**config.mk**
```make
export PLATFORM = sky130hd
export DESIGN_NAME = close_onto_fault_zone_enable
export DESIGN_NICKNAME = d
export VERILOG_FILES = /design/src/core/onto_fault_pkg.sv /design/src/core/close_onto_fault_zone_enable.sv /design/src/core/step_delay_timer.sv
export SDC_FILE = /design/constraint.sdc
export NUM_CORES = 1
export LEC_CHECK = 0
export BUFFER_PORTS_ARGS = -buffer_cell sky130_fd_sc_hd__buf_2
export CAP_MARGIN = 15
export CORE_ASPECT_RATIO = 0.7
export CORE_MARGIN = 1
export CORE_UTILIZATION = 52
export CTS_CLUSTER_SIZE = 8
export DETAILED_ROUTE_END_ITERATION = 8
export PLACE_DENSITY_LB_ADDON = 0.15
export SYNTH_ARGS = -nofsm -noshare
export SYNTH_HDL_FRONTEND = slang
export SYNTH_SLANG_ARGS = --single-unit
```
**constraint.sdc**
```tcl
create_clock -name mclk_i -period 2.2 [get_ports mclk_i]
set_input_delay 0.22 -clock mclk_i [delete_from_list [all_inputs] [get_ports mclk_i]]
set_output_delay 0.22 -clock mclk_i [all_outputs]
set_load 0.02 [all_outputs]
```
**src/core/onto_fault_pkg.sv**
```systemverilog
// Shared constants for the close-onto-fault zone enable block.
// Assumes a 20 MHz system clock and 32-bit APB register access.
package onto_fault_pkg;

	// ----------------------------------------------------------------
	// Timing
	// ----------------------------------------------------------------
	localparam int MCLK_HZ      = 20_000_000;
	localparam int STEP_MS      = 200;
	localparam int STEP_CYCLES  = MCLK_HZ / 1000 * STEP_MS;
	localparam int TOR_DELAY_MS = 200;
	localparam int TOR_STEPS    = TOR_DELAY_MS / STEP_MS;
	localparam int STEP_W       = 13;
	localparam logic [STEP_W-1:0] DELAY_MIN = 13'h0001;
	localparam logic [STEP_W-1:0] DELAY_MAX = 13'h1388;
	localparam logic [STEP_W-1:0] DELAY_RST = 13'h0226;

	// ----------------------------------------------------------------
	// Register map (byte addresses)
	// ----------------------------------------------------------------
	localparam logic [7:0] ADDR_CTRL   = 8'h00;
	localparam logic [7:0] ADDR_DELAY  = 8'h04;
	localparam logic [7:0] ADDR_MASKS  = 8'h08;
	localparam logic [7:0] ADDR_STATUS = 8'h0c;
	localparam logic [7:0] ADDR_IRQEN  = 8'h10;
	localparam logic [7:0] ADDR_STATE  = 8'h14;

	// ----------------------------------------------------------------
	// Fields and reset values
	// ----------------------------------------------------------------
	localparam int NZ         = 5;
	localparam int MODE_LSB   = 0;
	localparam int TOR_EN_BIT = 2;
	localparam int OTF_M_LSB  = 0;
	localparam int TOR_M_LSB  = 8;
	localparam int NEV        = 4;
	localparam logic [NZ-1:0] ZMASK_RST = 5'h01;

	typedef enum logic [1:0] {
		MODE_OFF  = 2'b00,
		MODE_PD   = 2'b01,
		MODE_EXT  = 2'b10,
		MODE_BOTH = 2'b11
	} arm_mode_t;

endpackage

```
**src/core/close_onto_fault_zone_enable.sv**
```systemverilog
// Close-onto-fault and trip-on-reclose zone enable with APB registers.
// Assumes breaker, pole and pickup inputs are synchronous to mclk_i.
//
// Operation
// - Mode three arms from either the dead-pole timer or the external pulse.
// - External-pulse mode arms from the pulse input, not dead-pole timing.
// - Pick-up timer starts with all poles open; 0.2..1000 s, default 110 s.
// - Arm close-onto-fault only for closure after timer expiry or a seen pulse.
// - Closures made by auto-reclose never arm close-onto-fault.
// - Five-bit close-onto-fault zone mask, default 00001.
// - Mask bits: zone1, zone2, zone3, programmable zone, zone4.
// - Masked zone in pickup at closure trips without its time delay.
// - Such trips are three-phase and block auto-reclose.
// - Trip-on-reclose arms 200 ms after opening when enabled only.
// - Separate five-bit reclose zone mask, default 00001.
//
// The APB slave port and the register offsets were decided locally.
`timescale 1ns/1ns
module close_onto_fault_zone_enable
	import onto_fault_pkg::*;
#(
	parameter int ARM_STEP_CYCLES = STEP_CYCLES
) (
	input  wire logic          mclk_i,      // 20 MHz clock.
	input  wire logic          rst_i,       // Sync reset, high.
	input  wire logic          psel_i,      // APB select.
	input  wire logic          penable_i,   // APB enable.
	input  wire logic          pwrite_i,    // APB write.
	input  wire logic [7:0]    paddr_i,     // APB byte address.
	input  wire logic [31:0]   pwdata_i,    // APB write data.
	output logic [31:0]        prdata_o,    // APB read data.
	output logic               pready_o,    // APB ready.
	output logic               pslverr_o,   // APB error.
	input  wire logic          cb_closed_i, // Breaker closed.
	input  wire logic          poles_dead_i,// All three poles open.
	input  wire logic          ext_pulse_i, // External arming pulse.
	input  wire logic          ar_close_i,  // Closure by auto-reclose.
	input  wire logic [NZ-1:0] pickup_i,    // Zone pickups.
	output logic [NZ-1:0]      inst_trip_o, // Instant trip per zone.
	output logic               trip_3ph_o,  // Three-phase trip.
	output logic               ar_block_o,  // Auto-reclose block.
	output logic               irq_o        // Interrupt, level.
);
	// ----------------------------------------------------------------
	// Register map
	// ----------------------------------------------------------------
	// Each register is one aligned 32-bit word; reserved bits read 0.
	//   0x00 control : [1:0] arming source (0 off, 1 dead pole,
	//                  2 pulse, 3 both), [2] trip-on-reclose enable.
	//   0x04 delay   : [12:0] arming delay in 0.2 s steps, 1 to 5000;
	//                  writes outside that range are clamped.
	//   0x08 masks   : [4:0] close-onto-fault zones, [12:8] reclose zones.
	//   0x0c status  : write one to clear; [0] close-onto-fault trip,
	//                  [1] reclose trip, [2] close-onto-fault armed,
	//                  [3] reclose armed. A new event beats a clear.
	//   0x10 irq en  : same layout; a set bit lets its flag interrupt.
	//   0x14 state   : read only; [0] close-onto-fault live, [1] reclose
	//                  live, [2] pulse seen, [3] delay expired,
	//                  [4] reclose delay expired, [5] breaker closed.
	// Any other address answers with an error, reads 0 and is ignored.

	// ----------------------------------------------------------------
	// Registers
	// ----------------------------------------------------------------
	arm_mode_t         arm_mode;
	logic              reclose_protection_enable;
	logic [STEP_W-1:0] onto_fault_arming_delay;
	logic [NZ-1:0]     onto_fault_zone_mask;
	logic [NZ-1:0]     reclose_zone_mask;
	logic [NEV-1:0]    status;
	logic [NEV-1:0]    irq_en;
	logic              cb_q;
	logic              ext_seen;
	logic              otf_live;
	logic              tor_live;
	logic              pd_done;
	logic              tor_done;

	// ----------------------------------------------------------------
	// Bus decode
	// ----------------------------------------------------------------
	wire acc      = psel_i & penable_i;
	wire wr_fire  = acc & pready_o & pwrite_i;
	wire sel_ctrl = (paddr_i == ADDR_CTRL);
	wire sel_dly  = (paddr_i == ADDR_DELAY);
	wire sel_msk  = (paddr_i == ADDR_MASKS);
	wire sel_sts  = (paddr_i == ADDR_STATUS);
	wire sel_ien  = (paddr_i == ADDR_IRQEN);
	wire sel_st   = (paddr_i == ADDR_STATE);
	wire mapped   = sel_ctrl | sel_dly | sel_msk | sel_sts | sel_ien | sel_st;
	wire [STEP_W-1:0] wr_dly = pwdata_i[STEP_W-1:0];

	// Delay writes are clamped, so a zero or oversize value cannot stall.
	function automatic logic [STEP_W-1:0] clamp_dly(input logic [STEP_W-1:0] v);
		if (v < DELAY_MIN)
			return DELAY_MIN;
		else if (v > DELAY_MAX)
			return DELAY_MAX;
		else
			return v;
	endfunction

	// ----------------------------------------------------------------
	// Arming logic
	// ----------------------------------------------------------------
	// The dead-pole delay runs while all poles are open in mode one or
	// three and restarts from zero whenever a pole recovers. A pulse
	// seen in mode two or three is held until the breaker reopens. A
	// closure is the rise of the breaker-closed input; if either source
	// is ready then and auto-reclose did not make the closure, the
	// close-onto-fault state is armed for as long as the breaker stays
	// closed. Otherwise the closure arms trip-on-reclose, provided its
	// one-step delay has run out since the opening. Only one state is
	// armed per closure, which keeps reclose blocking tied to manual
	// closes. The instant permissions are registered, so a pickup shows
	// at the outputs one cycle later; the zone elements themselves are
	// outside this block.
	wire pd_mode   = (arm_mode == MODE_PD) | (arm_mode == MODE_BOTH);
	wire ext_mode  = (arm_mode == MODE_EXT) | (arm_mode == MODE_BOTH);
	wire pd_run    = poles_dead_i & pd_mode;
	wire close_ev  = cb_closed_i & ~cb_q;
	wire open_ev   = ~cb_closed_i & cb_q;
	wire otf_ready = (pd_done & pd_mode) | (ext_seen & ext_mode);
	wire otf_arm   = close_ev & otf_ready & ~ar_close_i;
	wire tor_ready = tor_done & reclose_protection_enable;
	wire tor_arm   = close_ev & tor_ready & ~otf_arm;
	wire tor_run   = ~cb_closed_i & reclose_protection_enable;

	// Zone permission: pickup, mask bit and armed state.
	wire [NZ-1:0] otf_perm  = pickup_i & onto_fault_zone_mask & {NZ{otf_live}};
	wire [NZ-1:0] tor_perm  = pickup_i & reclose_zone_mask & {NZ{tor_live}};
	wire [NZ-1:0] next_trip = otf_perm | tor_perm;
	wire [NEV-1:0] events   = {tor_arm, otf_arm, |tor_perm, |otf_perm};

	// ----------------------------------------------------------------
	// Timers
	// ----------------------------------------------------------------
	step_delay_timer #(.CYC(ARM_STEP_CYCLES)) u_pd_timer (
		.mclk_i  (mclk_i),
		.rst_i   (rst_i),
		.run_i   (pd_run),
		.steps_i (onto_fault_arming_delay),
		.done_o  (pd_done)
	);

	step_delay_timer #(.CYC(ARM_STEP_CYCLES)) u_tor_timer (
		.mclk_i  (mclk_i),
		.rst_i   (rst_i),
		.run_i   (tor_run),
		.steps_i (STEP_W'(TOR_STEPS)),
		.done_o  (tor_done)
	);

	// ----------------------------------------------------------------
	// Settings registers
	// ----------------------------------------------------------------
	always_ff @(posedge mclk_i) begin
		if (rst_i) begin
			arm_mode                  <= MODE_OFF;
			reclose_protection_enable <= 1'b1;
			onto_fault_arming_delay   <= DELAY_RST;
			onto_fault_zone_mask      <= ZMASK_RST;
			reclose_zone_mask         <= ZMASK_RST;
			irq_en                    <= '0;
		end else if (wr_fire) begin
			if (sel_ctrl) begin
				arm_mode                  <= arm_mode_t'(pwdata_i[MODE_LSB +: 2]);
				reclose_protection_enable <= pwdata_i[TOR_EN_BIT];
			end else if (sel_dly) begin
				onto_fault_arming_delay <= clamp_dly(wr_dly);
			end else if (sel_msk) begin
				onto_fault_zone_mask <= pwdata_i[OTF_M_LSB +: NZ];
				reclose_zone_mask    <= pwdata_i[TOR_M_LSB +: NZ];
			end else if (sel_ien) begin
				irq_en <= pwdata_i[NEV-1:0];
			end
		end
	end

	// ----------------------------------------------------------------
	// Armed states. Reopening ends them, so each closure is judged
	// afresh; there is no reset window, the state lasts while closed.
	// ----------------------------------------------------------------
	always_ff @(posedge mclk_i) begin
		if (rst_i) begin
			cb_q     <= 1'b0;
			ext_seen <= 1'b0;
			otf_live <= 1'b0;
			tor_live <= 1'b0;
		end else begin
			cb_q <= cb_closed_i;
			if (open_ev || !ext_mode)
				ext_seen <= 1'b0;
			else if (ext_pulse_i)
				ext_seen <= 1'b1;
			if (open_ev || arm_mode == MODE_OFF)
				otf_live <= 1'b0;
			else if (otf_arm)
				otf_live <= 1'b1;
			if (open_ev || !reclose_protection_enable)
				tor_live <= 1'b0;
			else if (tor_arm)
				tor_live <= 1'b1;
		end
	end

	// Trip outputs; only close-onto-fault trips block reclosing.
	always_ff @(posedge mclk_i) begin
		if (rst_i) begin
			inst_trip_o <= '0;
			trip_3ph_o  <= 1'b0;
			ar_block_o  <= 1'b0;
		end else begin
			inst_trip_o <= next_trip;
			trip_3ph_o  <= |next_trip;
			ar_block_o  <= |otf_perm;
		end
	end

	// ----------------------------------------------------------------
	// Status and interrupt. A new event wins over a same-cycle clear.
	// ----------------------------------------------------------------
	wire [NEV-1:0] w1c = (wr_fire & sel_sts) ? pwdata_i[NEV-1:0] : '0;

	always_ff @(posedge mclk_i) begin
		if (rst_i) begin
			status <= '0;
			irq_o  <= 1'b0;
		end else begin
			status <= (status & ~w1c) | events;
			irq_o  <= |(((status & ~w1c) | events) & irq_en);
		end
	end

	// ----------------------------------------------------------------
	// APB answer: one wait state, read data and error registered.
	// ----------------------------------------------------------------
	wire [31:0] rd_ctrl = 32'({reclose_protection_enable, arm_mode});
	wire [31:0] rd_msk  = 32'({reclose_zone_mask, 3'h0, onto_fault_zone_mask});
	wire [31:0] rd_st   = 32'({cb_closed_i, tor_done, pd_done, ext_seen, tor_live, otf_live});
	wire [31:0] next_rd = sel_ctrl ? rd_ctrl :
	                      sel_dly  ? 32'(onto_fault_arming_delay) :
	                      sel_msk  ? rd_msk :
	                      sel_sts  ? 32'(status) :
	                      sel_ien  ? 32'(irq_en) :
	                      sel_st   ? rd_st : 32'h0000_0000;

	always_ff @(posedge mclk_i) begin
		if (rst_i) begin
			pready_o  <= 1'b0;
			pslverr_o <= 1'b0;
			prdata_o  <= '0;
		end else begin
			pready_o  <= acc & ~pready_o;
			pslverr_o <= acc & ~pready_o & ~mapped;
			if (acc && !pready_o && !pwrite_i)
				prdata_o <= next_rd;
		end
	end
endmodule

```
**src/core/step_delay_timer.sv**
```systemverilog
// Pick-up timer counting whole 0.2 s steps while its run input is high.
// Assumes run falls to restart it; the step target is held stable.
`timescale 1ns/1ns
module step_delay_timer
	import onto_fault_pkg::*;
#(
	parameter int CYC = STEP_CYCLES
) (
	input  wire logic              mclk_i,  // System clock.
	input  wire logic              rst_i,   // Synchronous reset.
	input  wire logic              run_i,   // Timing while high.
	input  wire logic [STEP_W-1:0] steps_i, // Steps to expiry.
	output logic                   done_o   // Expired, level.
);
	logic [31:0]       cyc;
	logic [STEP_W-1:0] steps;
	wire               step_end  = (cyc == 32'(CYC - 1));
	wire               reached   = (steps >= steps_i);
	wire               next_done = run_i & reached;

	// ----------------------------------------------------------------
	// Counters restart whenever run drops, so a short dead time
	// never accumulates across separate openings.
	// ----------------------------------------------------------------
	always_ff @(posedge mclk_i) begin
		if (rst_i || !run_i) begin
			cyc   <= '0;
			steps <= '0;
		end else if (step_end) begin
			cyc <= '0;
			if (!reached)
				steps <= steps + 1'b1;
		end else begin
			cyc <= cyc + 1'b1;
		end
	end

	// Registered expiry flag.
	always_ff @(posedge mclk_i) begin
		if (rst_i)
			done_o <= 1'b0;
		else
			done_o <= next_done;
	end
endmodule

```
==> flow_summary.json, run 1 <==
{
  "num-nets-final": 1034,
  "clkSlewWorstSetupHoldPaths_ps": 60,
  "core_area_um2": 13300,
  "min_period_ps": 2300,
  "holdWs_ps": 57.7,
  "synth_ff_type": "dfxtp_1",
  "fin_util_pct": 66.6,
  "area_growth_pct": 23.6,
  "grt_usage_pct": 26.9,
  "final_cell_mix": "dfxtp_1, nor2_1, buf_4",
  "viasPerCell": 5.61,
  "clk_latency_ps": 420,
  "crit_required_ps": 2540,
  "gp_congestion": 0.967,
  "top_level_ports": 96,
  "end_kind": "flip-flop",
  "drv_slew": 0,
  "cap_violations": 0,
  "gr-total-overflow": 0,
  "dpl.cell_count": 1123,
  "grt_pass1_vias": 6203,
  "cts_buffers": 17,
  "outcome": "complete, but fails checks",
  "cp.arrival_ps": 2640,
  "finalSetupViolCount": 7,
  "cts.sink_count": 153,
  "grt_first_pass_wirelength_um": 30100,
  "num_antenna_cells": 0,
  "die_area_um2": 14200,
  "cts_tree": "built",
  "root_buffer": "clkbuf_16",
  "finalHoldViolations": 0,
  "drt_iter0_drc": 456,
  "dpl.hpwl_um": 13100,
  "cts_hold_buf": 0,
  "num_rows": 35,
  "critPathBufInv": 1,
  "violations": "setup timing",
  "instances_no_fill": 1160,
  "hp-class": "in2reg",
  "die_w_um": 142,
  "ys_seq_elements": 153,
  "cts_buffer_depth": 2,
  "crit_path_cell_trace": "ha_4 > o21a_1 > o211a_1 > a22oi_2 > nand3_2 > buf_6 > or4b_4 > a21oi_2",
  "worstSetupPathType": "reg2reg",
  "yosysSeqAreaShare_pct": 42.9,
  "final_common_cell": "dfxtp_1",
  "antenna_left": 0,
  "final.setup.worst_slack_ps": -95.4,
  "syn_avg_cell_area_um2": 8.52,
  "synth_warnings": 0,
  "portBuffers": 57,
  "drive_above_1_share_pct": 23.0,
  "ys_types": 61,
  "drc_errors": 0,
  "ir_drop_uv": 625,
  "htreeDepth": 4,
  "placed_area_um2": 8050,
  "fp.dieH_um": 100,
  "p_per_area_nw_per_um2": 647,
  "max_stage_delay_ps": 490,
  "initial_core_util_pct": 53.9,
  "max_freq_mhz": 436,
  "synthCells": 839,
  "finalCritPeriodShare_pct": 104,
  "antenna_found_initial": 0,
  "synth-edff-count": 0,
  "syn_area_um2": 7150,
  "first_pass_iters": 6,
  "wl_per_cell_um": 15.8,
  "cpLargestDelayFamily": "compound AO/OA/AOI/OAI gates",
  "leakage_uw": 0.00334,
  "cp_max_fo": 7,
  "worst_pin_slew_ps": 612,
  "wirelength_um": 18300,
  "final_cell_area_um2": 8830,
  "design_power_total_uw": 5710,
  "num_vias": 6507,
  "ys_async_sr_fraction_pct": 0,
  "max_slew_margin_pct": 59.2,
  "skew_ps": 14.0,
  "start_kind": "flip-flop",
  "grt_max_degree": 54,
  "crit_slowest_cell": "or4b_4",
  "rsz0062_at_grt": "true"
}
==> registers in the layout, summed over array words and instances (netlist names), 4 cells and up <==
register	count
u_tor_timer.steps	13
onto_fault_arming_delay	13
onto_fault_zone_mask	5
prdata_o	13
irq_en	4
inst_trip_o	5
u_pd_timer.cyc	32
status	4
u_tor_timer.cyc	32
reclose_zone_mask	5
u_pd_timer.steps	13
==> stage by stage <==
step | setup WS (ps) | setup TNS, ps
6_report | -95.4 | -481
5_1_grt | -135 | -868
4_1_cts | -58.9 | -200
3_5_place_dp | -107 | -652
3_3_place_gp | -41.5 | -188
2_1_floorplan | 24.9 | 0
==> synthesized netlist by cell type, types with 2 or more instances <==
cell type    n  area [µm²]
nand2_2      2        12.5
a22oi_1     12        90.1
or2_2        2        12.5
a211oi_1     5        37.5
o211ai_1     4        30.0
xnor2_1     32         280
nor2_1     117         439
a221o_1      5        50.1
nand3_1     32         160
and3_1      19         119
nor3b_1      2        15.0
a222oi_1     2        20.0
or4b_1       2        20.0
a22o_1       5        43.8
a211o_1      2        17.5
a21oi_1     50         250
o32ai_1      5        43.8
nand4_1     18         113
o31ai_1      6        45.0
dfxtp_1    153        3060
nor3_1      29         145
xor2_1      22         193
nand2_1     71         267
mux2i_1     20         200
nor4b_1      6        52.6
clkbuf_1    29         109
ha_1        18         225
o21ai_0     26         130
and2_1       5        31.3
nand2b_1    11        68.8
nor2b_1      7        43.8
nand3b_1     3        22.5
nor4_1      15        93.8
o22ai_1      4        25.0
buf_4       19         143
inv_1       27         101
or4_1        7        52.6
and4_1       7        61.3
or3_1       15        93.8
buf_6        2        22.5
==> area by class of cell <==
cell class	instances	area, µm²
fill	1095	4440
multi-input combinational	625	3960
sequential	153	3080
timing repair buffer	138	907
clock buffer	21	470
tap	185	231
inverter	27	101
clock inverter	11	87.6
==> report_power, final <==
part | switching, µW | internal, µW | leakage (µW)
combinational | 147 | 60.6 | 0.00184
clock | 1180 | 1550 | 0.000263
sequential | 3.26 | 2770 | 0.00124
total | 1330 | 4380 | 0.00334
==> logic make-up after synthesis <==
family	after synthesis	synth area share, %
compound gates	132	11.6
buf+inv	79	5.38
xor+xnor	54	6.62
mux	20	2.80
fa+ha+maj	18	3.15
flops	153	42.9
simple gates	382	27.5
other cells	1	0.0525
==> path summary, 6_finish.rpt <==
check,start,end,slack (ps),cells past startpoint
max,u_pd_timer.steps[3],u_pd_timer.steps[4],-100,8
min,pwdata_i[5],onto_fault_arming_delay[5],60,2
max reg2reg,u_pd_timer.steps[3],u_pd_timer.steps[4],-100,8
min reg2reg,u_tor_timer.cyc[0],u_tor_timer.cyc[0],440,1
==> per-layer routing <==
layer	wire length [µm]	share of wire, %	global-route usage [%]	vias up
met5	0	0	0	-
met4	223	1.2	8.44	0
met3	1510	8.2	7.54	27
met2	8010	44	40.5	229
met1	8590	47	37.4	3086
li1	-	-	-	3165
==> timing repair <==
item	CTS	global route
cloned	1	0
setup endpoints to repair	10	16
resized for setup	20	23
pin swaps	21	17
buffers inserted	2	2
Power figures use the tool's default switching activity.
==> run 2: changes to the inputs <==
ABC_AREA = 1   (was default)
CORE_UTILIZATION = 53   (was 52)
==> run 2 against run 1 <==
Net effect:
- clock skew down 5.8 ps
- clock power up 7%
- the flow now finishes without violations
- clock-buffer cell count down 3
- critical path depth up 3
- die area up 9.2%
- first-iteration DRC count up 16%
- highest routed layer unchanged
- routed wire length up 4.7%
- flip-flop and latch count unchanged
==> flow_summary.json, run 2 <==
{
  "die_w_um": 149,
  "fp.dieH_um": 105,
  "drc_errors": 0,
  "min_to": "ext_seen",
  "final_common_cell": "nand2_1",
  "outcome": "finished, final reports clean",
  "grt_pass1_vias": 6729,
  "cap_violations": 0,
  "cp_max_fo": 13,
  "grt_first_pass_wirelength_um": 32400,
  "worstSetupPathType": "reg2reg",
  "cts_buffer_depth": 2,
  "instances_no_fill": 1432,
  "finalCritPeriodShare_pct": 88.9,
  "rsz0062_at_grt": "false",
  "grt_max_degree": 35,
  "top_level_ports": 96,
  "max_slew_margin_pct": 59.7,
  "ys_types": 39,
  "min_path_cells": 3,
  "synth_most_common_cell": "nand2_1",
  "synth_largest_area_cell": "dfxtp_1",
  "ir_drop_uv": 502,
  "num_vias": 7384,
  "cts_buffers": 17,
  "drive_above_1_share_pct": 12.4,
  "min_from": "ext_pulse_i",
  "p_sw_uw": 1360,
  "yosysSeqAreaShare_pct": 38.5,
  "hp-class": "in2reg",
  "power_frac_seq_pct": 47.2,
  "root_buffer": "clkbuf_16",
  "synth_commonest_cells": "nand2_1, nor2_1, dfxtp_1",
  "syn_area_um2": 7960,
  "syn_avg_cell_area_um2": 6.87,
  "crit_required_ps": 2560,
  "clkSlewWorstSetupHoldPaths_ps": 60,
  "drv_slew": 0,
  "ys_async_sr_fraction_pct": 0,
  "worst_pin_slew_ps": 599,
  "min_period_ps": 1950,
  "power.share.clock_pct": 49.3,
  "cts.sink_count": 153,
  "finalHoldViolations": 0,
  "cts-resized-gates": 0,
  "first_pass_iters": 5,
  "antenna_found_initial": 0,
  "design_power_total_uw": 5890,
  "wirelength_um": 19200,
  "num_rows": 37,
  "p_int_uw": 4540,
  "r2r_end": "u_pd_timer.steps[10]",
  "yosysTopAreaCellShare_pct": 38.5,
  "drt_iter0_drc": 527,
  "core_area_um2": 14700,
  "num_antenna_cells": 0,
  "die_area_um2": 15500,
  "grt_usage_pct": 26.1,
  "wl_per_cell_um": 13.4,
  "num-fill-cells": 1405,
  "combPwrFrac_pct": 3.4,
  "initial_core_util_pct": 54.3,
  "cp.arrival_ps": 2310,
  "skew_ps": 8.24,
  "antenna_left": 0,
  "yosys-top-cells-area": "dfxtp_1, nand2_1, nor2_1, a21oi_1, inv_1",
  "max_freq_mhz": 512,
  "reg2reg_slack_ps": 250,
  "final_cell_mix": "nand2_1, nor2_1, dfxtp_1",
  "p_per_area_nw_per_um2": 655,
  "swShare_pct": 23.0,
  "leakage_uw": 0.00339,
  "fin_setup_tns_ps": 0,
  "gr-total-overflow": 0,
  "dpl.cell_count": 1400,
  "synth_ff_type": "dfxtp_1",
  "start_kind": "flip-flop",
  "synth_warnings": 0,
  "biggestRegsByFlops": "u_pd_timer.cyc (32), u_tor_timer.cyc (32)",
  "portBuffers": 57,
  "area_growth_pct": 13.0,
  "ys_seq_elements": 153,
  "synth-edff-count": 0,
  "end_kind": "flip-flop",
  "clk_latency_ps": 430,
  "dpl.hpwl_um": 14300,
  "htreeDepth": 4,
  "cts_tree": "built",
  "r2r-start": "onto_fault_arming_delay[12]",
  "viasPerCell": 5.16,
  "synthCells": 1159,
  "finalSetupViolCount": 0,
  "r2r_cells": 11,
  "num-nets-final": 1297,
  "gp_congestion": 0.921
}
[run 2: cell count changes after synthesis, sizes merged, moves of 11 or more]
cell    previous run  this run
and3              19         2
o21ai             26        37
inv               27       137
nor2             119       174
nor4              16         4
nand2b            11         0
nand2             73       290
nand3             34        76
clkbuf            29         8
xnor2             32         8
a21oi             50       102
a22oi             12         0
mux2i             20         0
or3               16         0
[run 2: per-stage QoR]
stage                     area [µm²]  worst slack (ps)  hold slack, ps  utilization [%]
after floorplan                 8030               575             323                -
after global placement          8400               332             419             57.3
after detailed placement        8400               313             427             57.3
after CTS                       9000               254            45.6             61.3
after global routing            9000              11.7            76.2             61.3
final                           9000               245            51.1             61.3
[run 2: worst max-delay path by stage]
| stage | start | to | depth (start not counted) |
|---|---|---|---|
| floorplan | onto_fault_arming_delay[12] | u_pd_timer.steps[4] | 12 |
| global placement | onto_fault_arming_delay[12] | u_pd_timer.steps[3] | 11 |
| detailed placement | onto_fault_arming_delay[12] | u_pd_timer.steps[8] | 11 |
| CTS | onto_fault_arming_delay[12] | u_pd_timer.steps[4] | 11 |
| global route | onto_fault_arming_delay[12] | u_pd_timer.steps[9] | 11 |
| finish | onto_fault_arming_delay[12] | u_pd_timer.steps[10] | 11 |
[run 2: logic make-up after synthesis]
family | count (synthesis) | synth area share (%)
AO/OA/AOI/OAI | 149 | 9.98
buffers and inverters | 177 | 9.79
other | 1 | 0.0471
AND/OR/NAND/NOR | 629 | 35.4
XOR/XNOR | 32 | 3.52
flip-flops | 153 | 38.5
adder cells (fa/ha/maj) | 18 | 2.83
[run 2: routing by layer]
metal	vias up	global-route usage [%]	part of all wire, %
li1	3825	-	-
met1	3325	38.4	50
met2	212	38.4	42
met3	22	5.46	6.6
met4	0	6.92	1.0
met5	-	0	0
[run 2: worst max-delay path, stage by stage (launching register included)]
cell     delay [ps]
dfxtp_1         330
inv_1            60
ha_1            320
nand2_1         100
inv_1            50
nand2_1          70
nand2_1          70
a21oi_1         170
nand3_1         190
nor2_4          310
nand2_1          90
a21oi_1         130
[run 2: cell type report]
type | instances | area [µm²] | area share, %
Multi-Input combinational cell | 847 | 4190 | 46.6
Clock inverter | 13 | 146 | 1.63
Inverter | 137 | 514 | 5.71
Clock buffer | 18 | 439 | 4.88
Sequential cell | 153 | 3060 | 34.0
Tap cell | 195 | 244 | 2.71
Timing Repair Buffer | 69 | 403 | 4.48
[run 2: power groups by stage]
stage,sequential [µW],clock (µW),combinational [µW]
after global routing,2780,3070,220
after floorplan,2850,0,137
final,2780,2910,202
after detailed placement,2850,0,198
after global placement,2840,0,198
after CTS,2780,2940,201
[run 2: what timing repair did]
action	CTS	global route
hold buffers	1	0
setup buffers	0	0
hold endpoints to repair	1	0
